[src/hdl/bds_pkg.sv]
// constants and types shared by the buck ramp sequencer
// assumes a 250 MHz single clock domain
package bds_pkg;
    localparam int CLK_MHZ = 250;
    localparam int CODE_W = 6;
    localparam int NUM_RAILS = 5;
    localparam int RAIL_CORE1 = 0;
    localparam int RAIL_CORE2 = 1;
    localparam int RAIL_THIRD = 2;
    localparam int RAIL_FOURTH = 3;
    localparam int RAIL_FIFTH = 4;
    // step interval times in ns, as printed in microseconds x 1000
    localparam int STEP_NS_2US = 2000;
    localparam int STEP_NS_4US = 4000;
    localparam int STEP_NS_8US = 8000;
    localparam int STEP_NS_16US = 16000;
    localparam int CNT_W = 16;
    // cycle counts, least times rounded up
    localparam logic [CNT_W-1:0] CYC_2US = CNT_W'((STEP_NS_2US * CLK_MHZ + 999) / 1000);
    localparam logic [CNT_W-1:0] CYC_4US = CNT_W'((STEP_NS_4US * CLK_MHZ + 999) / 1000);
    localparam logic [CNT_W-1:0] CYC_8US = CNT_W'((STEP_NS_8US * CLK_MHZ + 999) / 1000);
    localparam logic [CNT_W-1:0] CYC_16US = CNT_W'((STEP_NS_16US * CLK_MHZ + 999) / 1000);
    localparam logic [1:0] RATE_2US = 2'h0;
    localparam logic [1:0] RATE_4US = 2'h1;
    localparam logic [1:0] RATE_8US = 2'h2;
    localparam logic [1:0] RATE_16US = 2'h3;
    localparam logic [1:0] RATE_RESET = RATE_4US;
    localparam logic [1:0] HI_RANGE_8US = 2'h0;
    localparam logic [CODE_W-1:0] CODE_RESET = 6'h00;
    // fifth buck code range limit (00000..11010)
    localparam logic [CODE_W-1:0] FIFTH_CODE_MAX = 6'h1a;
    typedef enum logic [1:0] {BDS_IDLE, BDS_WAIT, BDS_STEP} bds_state_t;
endpackage

[src/hdl/bds_ramp_if.sv]
// bundle between the top and one rail ramp engine
// assumes both ends share clk_in
interface bds_ramp_if;
    import bds_pkg::*;
    logic [CODE_W-1:0] goal;
    logic [CNT_W-1:0] interval;
    logic [CODE_W-1:0] level;
    logic busy;
    modport ctl(output goal, output interval, input level, input busy);
    modport eng(input goal, input interval, output level, output busy);
endinterface

[src/hdl/bds_ramp.sv]
// one rail ramp engine: steps a code toward its goal, one code per interval
// assumes the goal and interval are steady between steps; rate changes take
// effect at the next interval start
module bds_ramp
    import bds_pkg::*;
(
    // clock and reset
    input wire logic clk_in,
    input wire logic rst_n_in,
    // control bundle
    bds_ramp_if.eng rif
);
    bds_state_t state, next_state;
    logic [CNT_W-1:0] cnt, next_cnt;
    logic [CODE_W-1:0] level, next_level;
    // the zero count and the step cycle both sit inside the interval, so a step
    // lands exactly one interval after the last; limitation: interval must be >= 2
    localparam logic [CNT_W-1:0] LOAD_TRIM = CNT_W'(2);

    // next state: idle until goal differs, then wait one interval per step
    always_comb begin
        next_state = state;
        next_cnt = cnt;
        next_level = level;
        unique case (state)
            BDS_IDLE: begin
                if (rif.goal != level) begin
                    next_state = BDS_WAIT;
                    next_cnt = rif.interval - LOAD_TRIM;
                end
            end
            BDS_WAIT: begin
                if (cnt == '0) begin
                    next_state = BDS_STEP;
                end else begin
                    next_cnt = cnt - CNT_W'(1);
                end
            end
            BDS_STEP: begin
                // one code per interval, never overshooting the goal
                if (rif.goal > level) begin
                    next_level = level + CODE_W'(1);
                end else if (rif.goal < level) begin
                    next_level = level - CODE_W'(1);
                end
                if (next_level == rif.goal) begin
                    next_state = BDS_IDLE;
                end else begin
                    next_state = BDS_WAIT;
                    next_cnt = rif.interval - LOAD_TRIM;
                end
            end
        endcase
    end

    // registers
    always_ff @(posedge clk_in) begin
        if (!rst_n_in) begin
            state <= BDS_IDLE;
            cnt <= '0;
            level <= CODE_RESET;
        end else begin
            state <= next_state;
            cnt <= next_cnt;
            level <= next_level;
        end
    end

    assign rif.level = level;
    assign rif.busy = (state != BDS_IDLE);
endmodule

[src/hdl/bds_top.sv]
// buck dynamic voltage scaling sequencer: set point choice and stepped ramps
// for five buck rails, power good outputs for the two core bucks
// assumes set point fields and standby come from registers on clk_in
// Functional notes
// The core bucks target the normal set point when standby is 0 and the standby one when 1.
// A new normal set point is reached by controlled steps, never a jump.
// Standby entry or exit on core bucks steps at the rate from the two-bit rate field.
// Core steps are 12.5 mV each, every 2, 4 (default), 8 or 16 us by codes 00 to 11.
// Third and fifth bucks step 25 mV each 4.0 us on software set point changes.
// The fourth pair steps 25 mV each 8.0 us when its high range field is 00.
// Third, fourth and fifth bucks also use a standby set point while standby is high.
// Each core buck has an active high power good output, high once at target.
// Power good is low throughout a ramp and whenever current limit is hit.
// Overcurrent reports from a rail are masked while that rail ramps.
// Current limit outside a ramp keeps power good low until the limit clears.
// Software should pick PWM mode before a critically timed ramp.
// Fifth buck codes are linear 25 mV steps from 1.2000 V up to code 11010.
// The target moves one step per interval, stops at the set point and ends the ramp.
module bds_top
    import bds_pkg::*;
(
    // clock and reset
    input wire logic clk_in,
    input wire logic rst_n_in,
    // standby control line
    input wire logic standby_in,
    // set point fields, one code per rail
    input wire logic [NUM_RAILS*CODE_W-1:0] normal_setpoint_in,
    input wire logic [NUM_RAILS*CODE_W-1:0] standby_setpoint_in,
    // ramp rate select for the two core bucks
    input wire logic [1:0] ramp_rate_select_core1_in,
    input wire logic [1:0] ramp_rate_select_core2_in,
    // fourth pair high range select
    input wire logic [1:0] high_range_select_in,
    // raw current limit flags from each rail
    input wire logic [NUM_RAILS-1:0] current_limit_in,
    // present target codes toward the analog regulators
    output logic [NUM_RAILS*CODE_W-1:0] target_code_out,
    // ramp in progress per rail
    output logic [NUM_RAILS-1:0] ramp_active_out,
    // overcurrent reports after ramp masking
    output logic [NUM_RAILS-1:0] overcurrent_out,
    // power good toward the processor
    output logic core_buck_first_power_good_out,
    output logic core_buck_second_power_good_out
);
    // select one of the four core rates
    function automatic logic [CNT_W-1:0] core_interval(input logic [1:0] sel);
        logic [CNT_W-1:0] r;
        r = CYC_4US;
        unique case (sel)
            RATE_2US: r = CYC_2US;
            RATE_4US: r = CYC_4US;
            RATE_8US: r = CYC_8US;
            RATE_16US: r = CYC_16US;
        endcase
        return r;
    endfunction

    // pick normal or standby code for one rail
    function automatic logic [CODE_W-1:0] pick_code(input logic stby, input logic [CODE_W-1:0] nrm,
                                                    input logic [CODE_W-1:0] sby);
        return stby ? sby : nrm;
    endfunction

    // power good for one rail: settled at its goal and free of current limit
    function automatic logic rail_good(input logic busy, input logic limit,
                                       input logic [CODE_W-1:0] goal,
                                       input logic [CODE_W-1:0] lvl);
        return !busy && !limit && (goal == lvl);
    endfunction

    bds_ramp_if rif [NUM_RAILS] ();
    logic [NUM_RAILS-1:0] busy_w;
    logic [NUM_RAILS*CODE_W-1:0] level_w;
    logic [CODE_W-1:0] goal_w [NUM_RAILS];
    logic [CNT_W-1:0] interval_w [NUM_RAILS];

    // goal per rail; fifth buck clamped to its listed code range
    always_comb begin
        for (int i = 0; i < NUM_RAILS; i++) begin
            goal_w[i] = pick_code(standby_in, normal_setpoint_in[i*CODE_W +: CODE_W],
                                  standby_setpoint_in[i*CODE_W +: CODE_W]);
        end
        if (goal_w[RAIL_FIFTH] > FIFTH_CODE_MAX) begin
            goal_w[RAIL_FIFTH] = FIFTH_CODE_MAX;
        end
    end

    // step interval per rail; the 16 us fourth pair case has no usable code
    always_comb begin
        interval_w[RAIL_CORE1] = core_interval(ramp_rate_select_core1_in);
        interval_w[RAIL_CORE2] = core_interval(ramp_rate_select_core2_in);
        interval_w[RAIL_THIRD] = CYC_4US;
        interval_w[RAIL_FIFTH] = CYC_4US;
        // only code 00 is defined; others fall back to the same 8 us pace
        interval_w[RAIL_FOURTH] = (high_range_select_in == HI_RANGE_8US) ? CYC_8US
                                                                         : CYC_8US;
    end

    // one ramp engine per rail
    generate
        for (genvar g = 0; g < NUM_RAILS; g++) begin : g_rail
            assign rif[g].goal = goal_w[g];
            assign rif[g].interval = interval_w[g];
            assign busy_w[g] = rif[g].busy;
            assign level_w[g*CODE_W +: CODE_W] = rif[g].level;
            bds_ramp u_ramp (
                .clk_in(clk_in),
                .rst_n_in(rst_n_in),
                .rif(rif[g])
            );
        end
    endgenerate

    logic [NUM_RAILS*CODE_W-1:0] next_target_code;
    logic [NUM_RAILS-1:0] next_ramp_active;
    logic [NUM_RAILS-1:0] next_overcurrent;
    logic next_pg1, next_pg2;

    // output values: ramp flags, masked overcurrent and power good
    always_comb begin
        next_target_code = level_w;
        next_ramp_active = busy_w;
        // ramp inrush is not a fault, so hide it while stepping
        next_overcurrent = current_limit_in & ~busy_w;
        // a pending goal counts as ramping so power good drops at once
        next_pg1 = rail_good(busy_w[RAIL_CORE1], current_limit_in[RAIL_CORE1],
                             goal_w[RAIL_CORE1], rif[RAIL_CORE1].level);
        next_pg2 = rail_good(busy_w[RAIL_CORE2], current_limit_in[RAIL_CORE2],
                             goal_w[RAIL_CORE2], rif[RAIL_CORE2].level);
    end

    // output registers
    always_ff @(posedge clk_in) begin
        if (!rst_n_in) begin
            target_code_out <= '0;
            ramp_active_out <= '0;
            overcurrent_out <= '0;
            core_buck_first_power_good_out <= 1'b0;
            core_buck_second_power_good_out <= 1'b0;
        end else begin
            target_code_out <= next_target_code;
            ramp_active_out <= next_ramp_active;
            overcurrent_out <= next_overcurrent;
            core_buck_first_power_good_out <= next_pg1;
            core_buck_second_power_good_out <= next_pg2;
        end
    end
endmodule

[config.mk]
export PLATFORM = sky130hd
export DESIGN_NAME = bds_top
export DESIGN_NICKNAME = d
export VERILOG_FILES = /design/src/hdl/bds_pkg.sv /design/src/hdl/bds_ramp_if.sv /design/src/hdl/bds_ramp.sv /design/src/hdl/bds_top.sv
export SDC_FILE = /design/constraint.sdc
export NUM_CORES = 1
export LEC_CHECK = 0
export BUFFER_PORTS_ARGS = -buffer_cell sky130_fd_sc_hd__clkbuf_2
export CAP_MARGIN = 20
export CORE_ASPECT_RATIO = 0.7
export CORE_UTILIZATION = 54
export CTS_CLUSTER_SIZE = 20
export DETAILED_ROUTE_END_ITERATION = 7
export PLACE_DENSITY = 0.89
export SYNTH_ARGS = -nofsm -noshare
export SYNTH_HDL_FRONTEND = slang
export SYNTH_SLANG_ARGS = --single-unit
[constraint.sdc]
create_clock -name clk_in -period 5.24 [get_ports clk_in]
set_input_delay 1.572 -clock clk_in [delete_from_list [all_inputs] [get_ports clk_in]]
set_output_delay 1.572 -clock clk_in [all_outputs]
set_load 0.02 [all_outputs]
==> flow_metrics.tcl <==
set metrics [dict create \
    synth_cells 1250 \
    cap_violations 0 \
    drive_gt1_frac 0.159 \
    post-cts-setup-buffers 0 \
    r2r_start "g_rail[1].u_ramp.rif.level[2]$_SDFFE_PN0N_" \
    synth-compound-area-share 0.206 \
    synth_nets 1381 \
    hold_path_depth 1 \
    io_buffers 113 \
    via_per_inst 6.00 \
    hold_viol 0 \
    grt_pass1_wl_mm 41.5 \
    crit_type "input port to register" \
    critical_path_required_ns 5.57 \
    clkSinkCount 162 \
    first_pass_iters 8 \
    reg2reg_depth 10 \
    hold_end "g_rail[4].u_ramp.cnt[0]$_SDFFE_PN0P_" \
    rsz0062_at_grt "no" \
    outcome "finished, final reports clean" \
    syn_to_final_growth_pct 14.8 \
    ant_nets 0 \
    fin_util 0.632 \
    worstSkewPairLatency_ns 0.44 \
    leakage_nw 4.67 \
    synth_top_family_by_area "simple AND/OR/NAND/NOR gates" \
    routabilityCongestion 0.944 \
    vias 9668 \
    synth-seq-area-share 0.327 \
    max_slew.worst_pin.slew_ns 1.04 \
    grt_max_degree 61 \
    nFillCells 1497 \
    cts-root-buf "clkbuf_16" \
    grt_pass1_vias 8969 \
    r2r_setup_slack_ns 1.63 \
    grt_use_total 0.268 \
    synth_top_area_cell "dfxtp_1" \
    synth_top_area_frac 0.327 \
    cts_tree "done" \
    h-tree-depth 4 \
    crit_fanout 17 \
    initialDrtViolationCount 968 \
    synth.distinct_cells 79 \
    ios 116 \
    gr-total-overflow 0 \
    synth-simple-area-share 0.251 \
    synth.area.mux_share 0.0379 \
    cp.arrival_ns 5.26 \
    min_period_over_period 0.941 \
    synth_edf_count 0 \
    dpl_worst_slack_ns -0.0483 \
    die-area_um2 18900 \
    antennaDiodeCount 0 \
    power_density_nw_per_um2 275 \
    final.setup.worst_slack_ns 0.311 \
    start_util 0.551 \
    clock.fmax_mhz 203 \
    postCtsHoldBufs 0 \
    drv_slew 0 \
    yosysWarnings 0 \
    dp_hpwl_mm 17.6 \
    synthTopCellsByArea "dfxtp_1 (33%), ha_1 (7.2%), nor2_1 (5.8%)" \
    design.core.area_um2 18000 \
    async_flop_share 0 \
    period_needed_ns 4.93 \
    dieHeight_um 115 \
    antenna_found_initial 0 \
    synth_ff_type "dfxtp_1" \
    start_kind "input port" \
    cts_made_buffers 17 \
    finClkSkew_ns 0.00922 \
    maxSlewHeadroom 0.307 \
    drc 0 \
    postSynthAreaPerCell_um2 7.93 \
    avgRoutedWirePerCell_um 15.4 \
    num_rows 41 \
    cts_max_path_buffers 2 \
    setup_violations 0 \
    setup_tns_ns 0 \
    end_kind "register" \
    nets 1493 \
    synth_xor_area_frac 0.0616 \
    fin_area_um2 11400 \
    yosys_register_bits 162 \
    clk_pin_slew_ns 0.06 \
    r2r-end "g_rail[1].u_ramp.cnt[6]$_SDFFE_PN0P_" \
    syn_area_um2 9920 \
    min_path_type "register to register" \
    cts_resized 0 \
    dieWidth_um 164 \
    hold_start "g_rail[4].u_ramp.cnt[0]$_SDFFE_PN0P_" \
    ir_drop_mv 0.227 \
    drt-total-wl_mm 24.8 \
    dpl_cell_area_um2 10800 \
    synth_fa_ha_area_frac 0.0719 \
]
cell usage after synthesis, types with 9 or more instances:
library cell and count:
o31ai_1 9, nand2b_1 17, o21a_1 10, nand3_1 48, mux2i_1 24, a31oi_1 16, clkbuf_1 39, nor2b_1 15
nor2_1 154, ha_1 57, or3_1 35, inv_1 60, a21oi_1 95, a311oi_1 13, nor3_1 48, and3_1 15
dfxtp_1 162, nor4_1 17, nand2_1 99, nand4_1 11, o21ai_0 69, a211oi_1 14, mux2_2 12, xnor2_1 60
o211ai_1 14
worst max path at each step:
stage               start                                    end  slack, ns  cells past startpoint
3_3_place_gp   standby_in   g_rail[0].u_ramp.cnt[2]$_SDFFE_PN0P_       0.05                     13
6_report       standby_in   g_rail[0].u_ramp.cnt[2]$_SDFFE_PN0P_       0.31                     14
2_1_floorplan  standby_in   g_rail[1].u_ramp.cnt[1]$_SDFFE_PN0P_       0.14                     14
4_1_cts        standby_in   g_rail[0].u_ramp.cnt[2]$_SDFFE_PN0P_       0.38                     14
3_5_place_dp   standby_in   g_rail[0].u_ramp.cnt[2]$_SDFFE_PN0P_      -0.05                     14
5_1_grt        standby_in  g_rail[0].u_ramp.cnt[11]$_SDFFE_PN0P_       0.12                     15
flip-flops by register name, indices dropped and copies added, names as in the netlist:
name,count
g_rail.u_ramp.state,10
g_rail.u_ramp.rif.level,30
g_rail.u_ramp.cnt,80
target_code_out,30
core_buck_second_power_good_out,1
core_buck_first_power_good_out,1
ramp_active_out,5
overcurrent_out,5
cell families after synthesis:
group,Yosys count
buf+inv,113
other cells,1
mux,36
compound gates,314
xor+xnor,65
flops,162
simple gates,502
fa+ha+maj,57
worst max-delay path, cell delays in order:
cell	delay [ns]
clkbuf_2	0.20
buf_12	0.20
mux2i_1	0.35
inv_1	0.08
ha_1	0.27
and4_1	0.24
o21a_1	0.19
or3_1	0.44
a311oi_1	0.40
xnor2_1	0.12
nor4b_1	0.43
a21oi_1	0.23
mux2_2	0.31
a32o_1	0.20
where the power goes:
part           internal (mW)  switching [mW]
logic                  0.242           0.331
registers               1.29          0.0611
clock network          0.654           0.552
stage by stage:
| stage | instances | total power [mW] | hold slack, ns |
|---|---|---|---|
| 3_3_place_gp | 1577 | 1.91 | 0.456 |
| 2_1_floorplan | 1250 | 1.78 | 0.438 |
| 5_1_grt | 1611 | 3.27 | 0.503 |
| 4_1_cts | 1609 | 3.12 | 0.477 |
| 6_report | 1611 | 3.13 | 0.473 |
| 3_5_place_dp | 1577 | 1.93 | 0.466 |
routing by layer:
layer	track usage	wire length (um)
met1	0.350	11400
met2	0.438	11500
met3	0.0624	1470
met4	0.0852	442
met5	0	0
placed cells by master, fill, tap and decap left out, types with 5 or more instances in the layout:
cell,synthesis,final
nor2_1,154,154
clkbuf_16,0,17
or3_1,35,35
a31o_2,7,7
o21a_1,10,10
o31ai_1,9,9
nor2b_1,15,15
nand3_1,48,48
nand4_1,11,11
o211ai_1,14,14
o211a_1,6,6
xnor2_1,60,60
and3_1,15,15
nand2_1,99,99
ha_1,57,57
o311ai_0,5,5
clkbuf_2,0,113
nor4_1,17,17
a311oi_1,13,13
inv_1,60,59
or4_1,6,6
nor3_1,48,48
buf_4,0,30
a31oi_1,16,16
o22ai_1,7,7
mux2_2,12,12
a21oi_1,95,95
a211oi_1,14,14
o21ai_0,69,69
nand2b_1,17,17
dfxtp_1,162,162
mux2i_1,24,24
and4_1,5,5
layout make-up:
class                   count  area [um2]  share of cell area
inverters                  62         234              0.0206
flip-flops and latches    162        3240               0.285
repair buffers            144         811              0.0712
multi-input cells         975        6230               0.548
clock buffers              20         467              0.0410
well taps                 236         295              0.0259
clock inverters            12        98.8             0.00868
Power figures use the tool's default switching activity.
